===== src/logic/video_mode_pkg.sv =====
// constants and types for the video mode selector
// Operation
// - after reset the selector starts in automatic mode.
// - automatic mode with no input video selects local generation.
// - local mode outputs generated timing, characters over black background.
// - automatic mode with input video present switches to genlock overlay.
// - overlay is enabled only once the generator is locked to input.
// - automatic mode keeps monitoring input and switches as needed.
// - software command forces local or genlock, disabling automatic switching.
// - forced genlock never falls back to local on dropouts.
package video_mode_pkg;
  typedef enum logic [1:0] {
    cmd_auto = 2'h0,
    cmd_local = 2'h1,
    cmd_genlock = 2'h2
  } mode_cmd_t;
  typedef enum logic [2:0] {
    st_local = 3'h1,
    st_sync = 3'h2,
    st_overlay = 3'h4
  } mode_state_t;
  localparam int qualify_periods = 4;
  localparam int line_time_ns = 64000;
  localparam int clk_period_ns = 8;
  localparam int line_cycles = line_time_ns / clk_period_ns;
  localparam int sync_timeout_lines = 2;
  localparam int lock_lines = 3;
endpackage : video_mode_pkg


===== src/logic/video_mode_selector.sv =====
// video mode selector: local generation or genlock overlay
`timescale 1ns/100ps
`default_nettype none
module video_mode_selector
  import video_mode_pkg::*;
#(
  parameter int timeout_cycles = line_cycles * sync_timeout_lines
) (
  // clock and reset
  input wire logic clk_in,
  input wire logic reset_n_in,
  // mode command from software
  input wire logic [1:0] mode_cmd_in,
  // input video sync pin, and generator phase lock indication from pin
  input wire logic ext_sync_in,
  input wire logic gen_locked_in,
  // mode outputs
  output logic genlock_mode_out,
  output logic local_mode_out,
  output logic overlay_enable_out,
  output logic black_background_out,
  output logic auto_mode_out
);
  // parameter range checks
  if (timeout_cycles < 2) begin : g_bad_timeout
    $error("timeout_cycles too small");
  end
  localparam logic [1:0] cmd_reserved = 2'h3;

  logic rst_s1_q, rst_n_q;
  always_ff @(posedge clk_in or negedge reset_n_in) begin
    if (!reset_n_in) begin
      rst_s1_q <= 1'b0;
      rst_n_q <= 1'b0;
    end else begin
      rst_s1_q <= 1'b1;
      rst_n_q <= rst_s1_q;
    end
  end

  // pin synchronisers
  logic [1:0] sync_s_q, lock_s_q;
  logic sync_prev_q, sync_pulse;
  always_ff @(posedge clk_in or negedge rst_n_q) begin
    if (!rst_n_q) begin
      sync_s_q <= '0;
      lock_s_q <= '0;
      sync_prev_q <= 1'b0;
    end else begin
      sync_s_q <= {sync_s_q[0], ext_sync_in};
      lock_s_q <= {lock_s_q[0], gen_locked_in};
      sync_prev_q <= sync_s_q[1];
    end
  end
  assign sync_pulse = sync_s_q[1] & ~sync_prev_q;

  logic present;
  sync_qualifier #(
    .count_max(qualify_periods),
    .timeout_cycles(timeout_cycles)
  ) u_qual (
    .clk_in(clk_in),
    .rst_n_in(rst_n_q),
    .sync_pulse_in(sync_pulse),
    .present_out(present)
  );

  mode_cmd_t cmd_q, cmd_d;
  mode_state_t state_q, state_d;
  logic want_genlock;
  always_comb begin
    cmd_d = cmd_q;
    if (mode_cmd_in == cmd_auto || mode_cmd_in == cmd_local ||
        mode_cmd_in == cmd_genlock)
      cmd_d = mode_cmd_t'(mode_cmd_in);
    unique case (cmd_q)
      cmd_local: want_genlock = 1'b0;
      cmd_genlock: want_genlock = 1'b1;
      default: want_genlock = present;
    endcase
    state_d = state_q;
    unique case (state_q)
      st_local: if (want_genlock) state_d = st_sync;
      st_sync: begin
        if (!want_genlock) state_d = st_local;
        else if (lock_s_q[1]) state_d = st_overlay;
      end
      st_overlay: begin
        if (!want_genlock) state_d = st_local;
        else if (!lock_s_q[1] && cmd_q != cmd_genlock)
          state_d = st_sync;
      end
      default: state_d = st_local;
    endcase
  end
  always_ff @(posedge clk_in or negedge rst_n_q) begin
    if (!rst_n_q) begin
      cmd_q <= cmd_auto;
      state_q <= st_local;
    end else begin
      cmd_q <= cmd_d;
      state_q <= state_d;
    end
  end

  logic gl_q, gl_d, ov_q, ov_d;
  always_comb begin
    gl_d = (state_d != st_local);
    ov_d = (state_d == st_overlay);
  end
  always_ff @(posedge clk_in or negedge rst_n_q) begin
    if (!rst_n_q) begin
      gl_q <= 1'b0;
      ov_q <= 1'b0;
    end else begin
      gl_q <= gl_d;
      ov_q <= ov_d;
    end
  end
  assign genlock_mode_out = gl_q;
  assign local_mode_out = ~gl_q;
  assign black_background_out = ~gl_q;
  assign overlay_enable_out = ov_q;
  assign auto_mode_out = (cmd_q == cmd_auto);
endmodule // video_mode_selector
`default_nettype wire


===== src/logic/sync_qualifier.sv =====
// counts consecutive sync periods of presence or absence
`timescale 1ns/100ps
`default_nettype none
module sync_qualifier
  import video_mode_pkg::*;
#(
  parameter int count_max = qualify_periods,
  parameter int timeout_cycles = line_cycles * sync_timeout_lines
) (
  // clock and reset
  input wire logic clk_in,
  input wire logic rst_n_in,
  // sync pulse already synchronised, one cycle
  input wire logic sync_pulse_in,
  // qualified presence level
  output logic present_out
);
  if (count_max < 1 || count_max > 255) begin : g_bad_count
    $error("count_max out of range");
  end
  if (timeout_cycles < 2) begin : g_bad_timeout
    $error("timeout_cycles too small");
  end
  logic [31:0] timer_q, timer_d;
  logic [7:0] good_q, good_d, bad_q, bad_d;
  logic present_q, present_d;
  always_comb begin
    timer_d = timer_q;
    good_d = good_q;
    bad_d = bad_q;
    present_d = present_q;
    if (sync_pulse_in) begin
      timer_d = '0;
      bad_d = '0;
      if (good_q < 8'(count_max)) good_d = good_q + 8'h01;
      else present_d = 1'b1;
    end else if (timer_q >= 32'(timeout_cycles)) begin
      timer_d = '0;
      good_d = '0;
      if (bad_q < 8'(count_max)) bad_d = bad_q + 8'h01;
      else present_d = 1'b0;
    end else begin
      timer_d = timer_q + 32'h1;
    end
  end
  always_ff @(posedge clk_in or negedge rst_n_in) begin
    if (!rst_n_in) begin
      timer_q <= '0;
      good_q <= '0;
      bad_q <= '0;
      present_q <= 1'b0;
    end else begin
      timer_q <= timer_d;
      good_q <= good_d;
      bad_q <= bad_d;
      present_q <= present_d;
    end
  end
  assign present_out = present_q;
endmodule // sync_qualifier
`default_nettype wire


===== config.mk =====
export PLATFORM = sky130hd
export DESIGN_NAME = video_mode_selector
export DESIGN_NICKNAME = d
export VERILOG_FILES = /design/src/logic/video_mode_pkg.sv /design/src/logic/video_mode_selector.sv /design/src/logic/sync_qualifier.sv
export SDC_FILE = /design/constraint.sdc
export NUM_CORES = 1
export LEC_CHECK = 0
export ABC_AREA = 1
export BUFFER_PORTS_ARGS = -buffer_cell sky130_fd_sc_hd__clkbuf_2
export CAP_MARGIN = 15
export CORE_MARGIN = 1.5
export CORE_UTILIZATION = 30
export DETAILED_ROUTE_END_ITERATION = 10
export GPL_ROUTABILITY_DRIVEN = 0
export PLACE_DENSITY = 0.47
export SYNTH_ARGS = -nofsm -noshare
export SYNTH_HDL_FRONTEND = slang
export SYNTH_HIERARCHICAL = 1
export SYNTH_SLANG_ARGS = --single-unit

===== constraint.sdc =====
create_clock -name clk_in -period 2.4 [get_ports clk_in]
set_clock_uncertainty 0.05 [all_clocks]
set_input_delay 0 -clock clk_in [delete_from_list [all_inputs] [get_ports clk_in]]
set_output_delay 0 -clock clk_in [all_outputs]
set_load 0.01 [all_outputs]

# Yosys cells after proc, flatten, opt, wreduce, memory -nomap -nowiden
# Cells that the tools add are included.
# totals
regBits	63
inputBits	6
output_inout_bits	5
wordCells	65
# classes
n_addsub	3
order_cmp	3
n_eq_ne	13
n_mux	19
bitwise	3
n_reduce_logical	11
# op_table
cell	count
32-bit 2-to-1 mux	2
8-bit 2-to-1 mux	6
32-bit by 1-bit adder with 32-bit output, second input constant	1
32-bit by 14-bit >= comparator with 1-bit output, second input constant	1
8-bit by 1-bit adder with 8-bit output, second input constant	2
8-bit by 3-bit < comparator with 1-bit output, second input constant	2
3-bit 2-to-1 mux	5
3-bit case mux with 3 select lines	1
3-bit == test, second input constant	2
2-bit inequality test, second input constant	3
2-bit by 1-bit == test with 1-bit output, second input constant	2
2-bit == test, second input constant	2
2-bit zero test	2
1-bit 2-to-1 mux	4
2-bit AND reduction	2
2-bit nonzero test	2
3-bit by 1-bit == test with 1-bit output, second input constant	1
3-bit by 2-bit == test with 1-bit output, second input constant	1
3-bit by 1-bit inequality test with 1-bit output, second input constant	1
3-bit AND reduction	1
1-bit logical OR	2
2-bit by 1-bit inequality test with 1-bit output, second input constant	1
1-bit NOT	2
1-bit case mux with 2 select lines	1
3 further kinds	3

# Longest topological paths before layout
# Gate-level depths: netlist (run 1).
# depth
ltp_word	6
ltp_mapped	9
ltp_nobuf	9

# Cells and area by module
# Netlist (run 1), hierarchy kept.
# modules_own_cells
module	instances	cells_each	area_each_um2	seq_area_each_um2
sync_qualifier	1	199	2011.9	1226.2
video_mode_selector	1	63	599.3	351.6

# Worst setup path before layout (run 1)
# OpenSTA, ideal clock, no wires.
# synth_path
path_type	flip-flop to flip-flop
startpoint	register u_qual.timer_q[0]
endpoint	register u_qual.timer_q[8]
setup_time_ns	0.118
arrival_ns	1.167
t_required_ns	2.232
setup_slack_ns	1.065
path_stages_with_launch	7
path_buffers	0
period_less_slack_ns	1.335
path_cell_list	dfrtp_1 -> ha_1 -> nand3_1 -> nor3_4 -> nand2_1 -> xor2_1 -> nor2_1
# synth_via
elab_chain_len	3
elab_cells_between_ends	4
classes_between	add/sub: 1; order compare: 1; mux: 2
# synth_lines
element	line	source
start: declaration	sync_qualifier.sv:24	logic [31:0] timer_q, timer_d;
start signal: assignment	sync_qualifier.sv:53	timer_q <= timer_d;
32-bit by 1-bit adder with 32-bit output or 32-bit by 14-bit >= comparator with 1-bit output (tied branches)	sync_qualifier.sv:43, sync_qualifier.sv:37	
32-bit 2-to-1 mux *	sync_qualifier.sv:37	end else if (timer_q >= 32'(timeout_cycles)) begin
32-bit 2-to-1 mux *	sync_qualifier.sv:32	if (sync_pulse_in) begin
net u_qual.timer_d[8]	sync_qualifier.sv:24	
# Mark *: on every way through the listed nets, which the timed path passes. The rest lies on a longest branch.
# A chain may end at the register's enable or synchronous reset.

# Worst setup path in the final report (run 1)
# layout_path
startpoint	register sync_s_q[1]
endpoint	register u_qual.good_q[0]
# layout_via
elab_chain_len	3
elab_cells_between_ends	5
classes_between	eq/ne: 1; mux: 1; bitwise: 1; reduce/logical: 2
# layout_lines
element	line	source
start: declaration	video_mode_selector.sv:42	logic [1:0] sync_s_q, lock_s_q;
start signal: assignment	video_mode_selector.sv:50	sync_s_q <= {sync_s_q[0], ext_sync_in};
1-bit bitwise AND *	video_mode_selector.sv:55	assign sync_pulse = sync_s_q[1] & ~sync_prev_q;
net sync_pulse	video_mode_selector.sv:43	logic sync_prev_q, sync_pulse;
2-bit by 1-bit inequality test with 1-bit output (no source line) or 2-bit nonzero test (tied branches)	n/a	
2-bit AND reduction (no source line)	n/a	
end signal: assignment	sync_qualifier.sv:54	good_q <= good_d;
end: declaration	sync_qualifier.sv:25	logic [7:0] good_q, good_d, bad_q, bad_d;
# Marked as above.

==> flow_summary.json, run 1 <==
{
  "worstSetupStartpointType": "flip-flop",
  "die_h_um": 96.3,
  "netSwitchingFraction": 0.239,
  "num_vias": 1684,
  "hold_path_class": "flip-flop to async pin",
  "timing.fmax_mhz": 636,
  "cts_buffers": 9,
  "drc": 0,
  "postCtsSetupBuffers": 0,
  "path_max_fanout": 9,
  "r2r-end": "u_qual/good_q[0]",
  "initial_core_util": 0.313,
  "end_kind": "flip-flop",
  "rsz0062_at_grt": "false",
  "clockRootBuffer": "clkbuf_8",
  "ys.flop_type": "dfrtp_1",
  "synth_edf_count": 0,
  "r2r_slack_ns": 0.83,
  "cp.required_ns": 2.63,
  "setup_slack_ns": 0.828,
  "setup_tns_ns": 0,
  "p_sw_mw": 0.594,
  "worst_pin_slew_ns": 0.552,
  "htreeDepth": 3,
  "arrival_ns": 1.80,
  "grt_pass1_wl_mm": 7.55,
  "yosys-top-cells-count": "dfrtp_1 (62), nand2_1 (51), nor2_1 (43)",
  "wl_mm": 4.15,
  "synthCells": 262,
  "dp_cells": 393,
  "syn-cell-area_um2": 2610,
  "period_share": 0.655,
  "r2r-start": "sync_s_q[1]",
  "final_nets": 319,
  "max_slew_margin": 0.632,
  "fin_cells": 416,
  "ys_seq_elements": 63,
  "cts_tree": "done",
  "place_hpwl_mm": 2.84,
  "synth_largest_area_cell": "dfrtp_1",
  "syn_area_per_cell_um2": 9.97,
  "preCtsSetupSlack_ns": 0.819,
  "cts.sinks": 63,
  "synth.yosys.seq_area_share": 0.604,
  "setup_viol": 0,
  "critPathLaunch": "sync_s_q[1]",
  "whs_ns": 0.208,
  "die_w_um": 96.3,
  "r2r_cells": 8,
  "diodes": 0,
  "grt_overflow_total": 0,
  "portBuffers": 10,
  "cts-resized-gates": 0,
  "syn_to_final_growth_pct": 20.7,
  "drv_slew": 0,
  "yosys_warnings": 6,
  "synth_area_leaders": "dfrtp_1 (59%), nand2_1 (7.3%), nor2_1 (6.2%)",
  "synth_top_area_frac": 0.594,
  "die-area_um2": 9270,
  "fin_crit_ns": 1.57,
  "status": "completed",
  "maxCapViolCount": 0,
  "synth.distinct_cells": 31,
  "comb_power_share": 0.109,
  "insertion_delay_ns": 0.34,
  "grt_pass1_vias": 1722,
  "design_area_um2": 3150,
  "drive_above_1_share": 0.148,
  "power.internal_mw": 1.89,
  "path_clk_slew_ns": 0.07,
  "io_pins": 11,
  "drtIter0Drc": 83,
  "rows": 33,
  "track_usage": 0.110,
  "dr.pass1.iters": 4,
  "p_leak_nw": 1.52,
  "antenna_found_initial": 0,
  "hold_viol": 0,
  "wire_per_inst_um": 9.98,
  "ant_nets": 0,
  "viasPerCell": 4.05,
  "final.fill_count": 861,
  "vdd_drop_max_mv": 0.341,
  "cts.path.max_buffers": 2,
  "critPathKind": "flip-flop to flip-flop",
  "grt_max_degree": 38,
  "powerDensity_nw_per_um2": 787,
  "power_frac_clock": 0.415,
  "core_area_um2": 8340,
  "pwr-share-seq": 0.476,
  "placedInstanceArea_um2": 2860,
  "synth_most_common_cell": "dfrtp_1",
  "synthArstFlopShare": 1.00
}
-- worst max path at each step --
stage | to | depth (start not counted) | slack [ns]
after floorplan | cmd_q[0] | 0 | 0.47
after global placement | u_qual/good_q[0] | 8 | 0.82
after detailed placement | u_qual/good_q[0] | 8 | 0.82
after CTS | u_qual/good_q[0] | 8 | 0.80
after global routing | u_qual/good_q[0] | 8 | 0.61
final | u_qual/good_q[0] | 8 | 0.83
-- kinds of logic (layout without fill, tap and decap cells) --
group	count (synthesis)	after routing	synth area share
XOR/XNOR	5	5	0.0168
flip-flops	63	63	0.604
other	2	19	0.00288
AND/OR/NAND/NOR	133	133	0.244
AO/OA/AOI/OAI	17	17	0.0436
buffers and inverters	35	67	0.0546
adder cells (fa/ha/maj)	7	7	0.0335
-- what timing repair did --
action,in CTS,in global routing
endpoints found under the hold margin,6,0
setup endpoints to repair,0,0
hold buffers,7,0
-- cell usage in the layout (no fill, tap or decap), drive strengths merged --
master and count:
buf 1, a21oi 4, o21ai 3, dlygate4sd3 7
bufinv 2, nand2 54, nand4 4, o21bai 1
dfstp 1, clkinv 1, clkbuf 23, a41oi 1
xor2 4, conb 19, nand3b 1, a31oi 1
dfrtp 62, inv 33, nand3 19, xnor2 1
ha 7, nor2 49, nor3b 2, a21boi 7
nor3 4
-- state kept, by name, summed over array words and instances (netlist names) --
| signal | flops |
|---|---|
| cmd_q | 2 |
| rst_s1_q | 1 |
| u_qual/good_q | 8 |
| u_qual/bad_q | 8 |
| state_q | 3 |
| u_qual/timer_q | 32 |
| overlay_enable_out | 1 |
| genlock_mode_out | 1 |
| sync_prev_q | 1 |
| lock_s_q | 2 |
| u_qual/present_out | 1 |
| sync_s_q | 2 |
| rst_n_q | 1 |
-- power by group through the flow --
stage / combinational (mW) / sequential (mW) / clock, mW
floorplan: 0.195 / 1.20 / 0
global placement: 0.262 / 1.20 / 0
detailed placement: 0.267 / 1.20 / 0
CTS: 0.277 / 1.18 / 1.07
global route: 0.318 / 1.19 / 1.11
finish: 0.271 / 1.18 / 1.03
-- critical path: stages, from the launching register on --
cell	delay, ns
dfrtp_1	0.34
inv_1	0.04
nor2_1	0.21
inv_2	0.16
nor2_1	0.29
inv_1	0.15
nand2_2	0.15
nand2_1	0.06
nand2_1	0.06
-- through the flow --
stage	total power, mW	util
finish	2.48	0.378
global route	2.62	0.378
CTS	2.53	0.378
detailed placement	1.47	0.343
global placement	1.47	0.343
floorplan	1.40	-
-- per-layer routing --
metal	global-route usage	vias up	share of wire
met5	0	-	0
met1	0.132	777	0.47
li1	-	883	-
met4	0.0435	0	0.014
met3	0.0521	7	0.044
met2	0.173	17	0.47
-- cell type report --
| class | instances | area, um2 | share of cell area |
|---|---|---|---|
| well taps | 105 | 131 | 0.0417 |
| flip-flops and latches | 63 | 1580 | 0.501 |
| repair buffers | 18 | 140 | 0.0444 |
| multi-input cells | 181 | 955 | 0.303 |
| clock buffers | 13 | 159 | 0.0504 |
| clock inverters | 3 | 65.1 | 0.0206 |
| inverters | 33 | 124 | 0.0393 |
No activity file was read; power rests on OpenSTA's default activity.
==> run 2, diff against run 1 <==
--- a/config.mk
+++ b/config.mk
@@ -12,7 +12,7 @@
 export CORE_UTILIZATION = 30
 export DETAILED_ROUTE_END_ITERATION = 10
 export GPL_ROUTABILITY_DRIVEN = 0
-export PLACE_DENSITY = 0.47
+export PLACE_DENSITY = 0.48
 export SYNTH_ARGS = -nofsm -noshare
 export SYNTH_HDL_FRONTEND = slang
 export SYNTH_HIERARCHICAL = 1
==> constraint.sdc (replaced) <==
create_clock -name clk_in -period 1.4 [get_ports clk_in]
set_clock_uncertainty 0.05 [all_clocks]
set_input_delay 0 -clock clk_in [delete_from_list [all_inputs] [get_ports clk_in]]
set_output_delay 0 -clock clk_in [all_outputs]
set_load 0.01 [all_outputs]
==> run 2 against run 1 <==
  * Cell count is 6.0% higher
  * Hold slack worse by 0.067 ns
  * Total power is 58% higher
==> flow_summary.json, run 2 (synthesized netlist as in run 1, its figures left out) <==
{
  "initial_core_util": 0.313,
  "setup_slack_ns": 0.0118,
  "antenna_found_initial": 0,
  "p_leak_nw": 1.63,
  "largest_reg_flops": 32,
  "design_area_um2": 3420,
  "fin_util": 0.410,
  "grt_max_degree": 28,
  "insertion_delay_ns": 0.32,
  "cts_buffers": 9,
  "die_h_um": 96.3,
  "r2r-start": "u_qual/timer_q[14]",
  "place_hpwl_mm": 3.01,
  "clockRootBuffer": "clkbuf_8",
  "die_w_um": 96.3,
  "grt_pass1_wl_mm": 7.62,
  "arrival_ns": 1.60,
  "worstSetupStartpointType": "flip-flop",
  "cp.depth": 7,
  "cts.path.max_buffers": 2,
  "hold_viol": 0,
  "portBuffers": 10,
  "final.fill_count": 840,
  "fin_cells": 441,
  "core_area_um2": 8340,
  "timing.fmax_mhz": 720,
  "crit_path_cell_trace": "nor2_1 > nand3_1 > nor2_4 > nand4_4 > buf_6 > buf_6 > nor2_4",
  "cts_tree": "done",
  "rsz0062_at_grt": "true",
  "die-area_um2": 9270,
  "period_share": 0.992,
  "grt_overflow_total": 0,
  "crit_family": "simple AND/OR/NAND/NOR gates",
  "status": "completed",
  "regMostFlops": "u_qual/timer_q",
  "track_usage": 0.110,
  "crit_path_max_incr_delay_ns": 0.37,
  "cts.sinks": 63,
  "fin_crit_ns": 1.39,
  "drc": 0,
  "seq_area_um2": 1580,
  "htreeDepth": 3,
  "total_power_mw": 3.91,
  "r2r_cells": 7,
  "critPathSlowestCell": "dfrtp_1",
  "placedInstanceArea_um2": 3030,
  "final_nets": 344,
  "critPathLaunch": "u_qual/timer_q[14]",
  "critPathKind": "flip-flop to flip-flop",
  "drtIter0Drc": 42,
  "path_max_fanout": 6,
  "dr.pass1.iters": 4,
  "syn_to_final_growth_pct": 31.0,
  "final_common_cell": "dfrtp_1",
  "io_pins": 11,
  "dp_cells": 414,
  "path_buf_inv": 2,
  "drive_above_1_share": 0.265,
  "wire_per_inst_um": 9.75,
  "cp.required_ns": 1.61,
  "powerDensity_nw_per_um2": 1140,
  "multi_input_area_um2": 1060,
  "viasPerCell": 4.11,
  "num_vias": 1813,
  "path_clk_slew_ns": 0.07,
  "diodes": 0,
  "end_kind": "flip-flop",
  "wl_mm": 4.30,
  "grt_pass1_vias": 1807,
  "rows": 33,
  "reg.largest.list": "u_qual/timer_q: 32 flops, u_qual/bad_q: 8 flops, u_qual/good_q: 8 flops",
  "setup_viol": 0,
  "layout_common_cells": "dfrtp_1 (61), nand2_1 (48), nor2_1 (38)",
  "ant_nets": 0,
  "hold_path_class": "flip-flop to async pin",
  "drv_slew": 0,
  "preCtsSetupSlack_ns": -0.0763,
  "vdd_drop_max_mv": 0.745,
  "maxCapViolCount": 0
}
-- run 2: changes by cell type in the layout (fill, tap and decap cells not counted), moves of 3 or more --
cell	before	now
buf_4	0	22
nor2_1	43	38
a21boi_0	7	4
ha_1	7	4
nand2_1	51	48
nor2_2	4	7
-- run 2: repair_timing --
item	in CTS	in global routing
setup endpoints to repair	9	27
pin swaps	6	10
endpoints found under the hold margin	6	0
hold buffers	7	0
buffers inserted	1	3
resized for setup	11	19
-- run 2: final timing paths --
kind	end	slack, ns
max in group asynchronous	state_q[0]	0.63
min in group clk_in	sync_s_q[0]	0.27
worst min register to register	u_qual/timer_q[11]	0.14
worst max register to register	u_qual/timer_q[2]	0.01
worst min-delay path	u_qual/timer_q[11]	0.14
worst max-delay path	u_qual/timer_q[2]	0.01
-- run 2: worst reg2reg max path, stage by stage, from the launching register on --
cell and delay, ns:
dfrtp_1 0.37, nor2_1 0.10, nand3_1 0.12, nor2_4 0.18, nand4_4 0.15, buf_6 0.17, buf_6 0.12, nor2_4 0.07
-- run 2: layout make-up --
type,instances,area share
sequential,63,0.462
multi-input combinational,181,0.310
timing repair buffer,43,0.102
clock buffer,13,0.0465
tap,105,0.0384
inverter,33,0.0362
clock inverter,3,0.00512
-- run 2: metal layers --
metal	up-vias	global-route usage	routed length, um
li1	941	-	-
met1	851	0.137	2110
met2	16	0.169	2020
met3	5	0.0308	115
met4	0	0.0652	59
met5	-	0	0
-- run 2: metrics by stage --
stage          setup TNS (ns)  hold slack [ns]
2_1_floorplan               0           -0.346
4_1_cts               -0.0399            0.150
6_report                    0            0.142
5_1_grt                -0.883            0.167
3_5_place_dp           -0.152           -0.263
3_3_place_gp          -0.0616           -0.263
-- run 2: power by group --
group	internal [mW]	switching (mW)	total [mW]
Clock	0.734	0.636	1.37
Combinational	0.218	0.297	0.515
Sequential	1.95	0.0775	2.02
Total	2.90	1.01	3.91
==> run 3, diff against run 2 <==
--- a/config.mk
+++ b/config.mk
@@ -12,7 +12,7 @@
 export CORE_UTILIZATION = 30
 export DETAILED_ROUTE_END_ITERATION = 10
 export GPL_ROUTABILITY_DRIVEN = 0
-export PLACE_DENSITY = 0.48
+export PLACE_DENSITY = 0.5
 export SYNTH_ARGS = -nofsm -noshare
 export SYNTH_HDL_FRONTEND = slang
 export SYNTH_HIERARCHICAL = 1
==> run 3 against run 2 <==
  * The run now ends with negative setup slack left
  * Critical path depth stayed put
  * Sequential share of layout area is 0.40 points lower
  * Combinational power is 1% higher
  * Clock-buffer cell count is 1 lower
  * Setup slack worse by 0.040 ns
  * Routed wire length is 0.65% lower
  * Fmax is 2.8% lower
  * Critical endpoint is now u_qual/timer_q[1]
  * Highest routed layer unchanged
==> flow_summary.json, run 3 (synthesized netlist as in run 1, its figures left out) <==
{
  "antenna_found_initial": 0,
  "fin_crit_ns": 1.43,
  "dr.pass1.iters": 4,
  "netSwitchingFraction": 0.246,
  "wl_mm": 4.27,
  "p_sw_mw": 1.04,
  "regMostFlops": "u_qual/timer_q",
  "syn_to_final_growth_pct": 32.1,
  "setup_viol": 5,
  "layout_common_cells": "dfrtp_1 (61), nand2_1 (48), nor2_1 (37)",
  "viasPerCell": 4.10,
  "r2r-start": "u_qual/timer_q[14]",
  "final_common_cell": "dfrtp_1",
  "fin_util": 0.414,
  "place_hpwl_mm": 2.97,
  "cts_tree": "done",
  "reg.largest.list": "u_qual/timer_q: 32 flops, u_qual/bad_q: 8 flops, u_qual/good_q: 8 flops",
  "io_pins": 11,
  "status": "finished with violations",
  "worstSetupStartpointType": "flip-flop",
  "grt_pass1_wl_mm": 7.20,
  "pwr-share-seq": 0.482,
  "powerDensity_nw_per_um2": 1220,
  "power.internal_mw": 3.17,
  "timing.fmax_mhz": 700,
  "period_share": 1.02,
  "r2r_slack_ns": -0.03,
  "cts.sinks": 63,
  "vdd_drop_max_mv": 0.739,
  "grt_overflow_total": 0,
  "total_power_mw": 4.20,
  "cp.required_ns": 1.61,
  "ant_nets": 0,
  "hold_viol": 0,
  "wire_per_inst_um": 9.82,
  "path_max_fanout": 6,
  "insertion_delay_ns": 0.33,
  "htreeDepth": 3,
  "cts.path.max_buffers": 2,
  "die_w_um": 96.3,
  "violations": "negative setup slack",
  "initial_core_util": 0.313,
  "drtIter0Drc": 48,
  "track_usage": 0.104,
  "arrival_ns": 1.64,
  "comb_power_share": 0.124,
  "portBuffers": 10,
  "path_clk_slew_ns": 0.07,
  "grt_pass1_vias": 1707,
  "setup_slack_ns": -0.0281,
  "die-area_um2": 9270,
  "rows": 33,
  "r2r-end": "u_qual/timer_q[1]",
  "final.fill_count": 840,
  "drc": 0,
  "preCtsSetupSlack_ns": -0.0667,
  "cts_buffers": 9,
  "rsz0062_at_grt": "true",
  "p_leak_nw": 1.64,
  "num_vias": 1784,
  "drv_slew": 0,
  "maxCapViolCount": 0,
  "r2r_cells": 7,
  "drive_above_1_share": 0.261,
  "die_h_um": 96.3,
  "core_area_um2": 8340,
  "largest_reg_flops": 32,
  "hold_path_class": "flip-flop to async pin",
  "end_kind": "flip-flop",
  "final_nets": 338,
  "critPathKind": "flip-flop to flip-flop",
  "diodes": 0,
  "power_frac_clock": 0.394,
  "grt_max_degree": 26,
  "clockRootBuffer": "clkbuf_8"
}
[run 3: worst max path at each step]
stage	startpoint	depth (start not counted)	end
after floorplan	u_qual/timer_q[0]	6	u_qual/timer_q[8]
after global placement	cmd_q[0]	6	genlock_mode_out
after detailed placement	u_qual/timer_q[0]	6	u_qual/timer_q[8]
after CTS	u_qual/timer_q[0]	7	u_qual/timer_q[12]
after global routing	u_qual/timer_q[19]	7	u_qual/timer_q[1]
final	u_qual/timer_q[14]	7	u_qual/timer_q[1]
[run 3: per-stage QoR]
| stage | cells | hold slack, ns | area [um2] | setup TNS, ns |
|---|---|---|---|---|
| after floorplan | 279 | -0.346 | 2680 | 0 |
| after global placement | 409 | -0.263 | 3000 | -0.0451 |
| after detailed placement | 409 | -0.262 | 3000 | -0.199 |
| after CTS | 433 | 0.143 | 3340 | -0.0203 |
| after global routing | 435 | 0.162 | 3450 | -2.23 |
| final | 435 | 0.128 | 3450 | -0.0783 |
[run 3: worst max-delay path, cell delays in order, from the launching register on]
cell and delay, ns:
dfrtp_1 0.36, nor2_1 0.15, nand3_2 0.12, nor2_4 0.17
nand4_4 0.15, buf_12 0.18, buf_8 0.12, nor2_2 0.07
[run 3: cell type report]
type	instances	area, um2	share of cell area
multi-input combinational	181	1070	0.310
timing repair buffer	37	340	0.0987
clock inverter	4	70.1	0.0203
clock buffer	12	135	0.0392
inverter	33	124	0.0359
tap	105	131	0.0381
sequential	63	1580	0.458
[run 3: metal layers]
metal  global-route usage  wire (um)  up-vias
li1                     -          -      923
met1                0.122       2020      837
met2                0.167       2040       18
met3               0.0521        167        6
met4               0.0290         47        0
met5                    0          0        -
[run 3: power groups by stage]
| stage | Sequential [mW] | Combinational, mW | Clock, mW |
|---|---|---|---|
| 5_1_grt | 2.04 | 0.609 | 1.80 |
| 4_1_cts | 2.02 | 0.502 | 1.72 |
| 3_5_place_dp | 2.06 | 0.476 | 0 |
| 2_1_floorplan | 2.07 | 0.334 | 0 |
| 3_3_place_gp | 2.05 | 0.470 | 0 |
| 6_report | 2.02 | 0.520 | 1.66 |
[run 3: repair_timing]
action	CTS	global route
gates resized for setup	9	25
pin swaps	5	12
hold buffers	7	0
gates cloned	0	1
endpoints found under the setup margin	8	27
buffers inserted	1	1
endpoints found under the hold margin	6	0
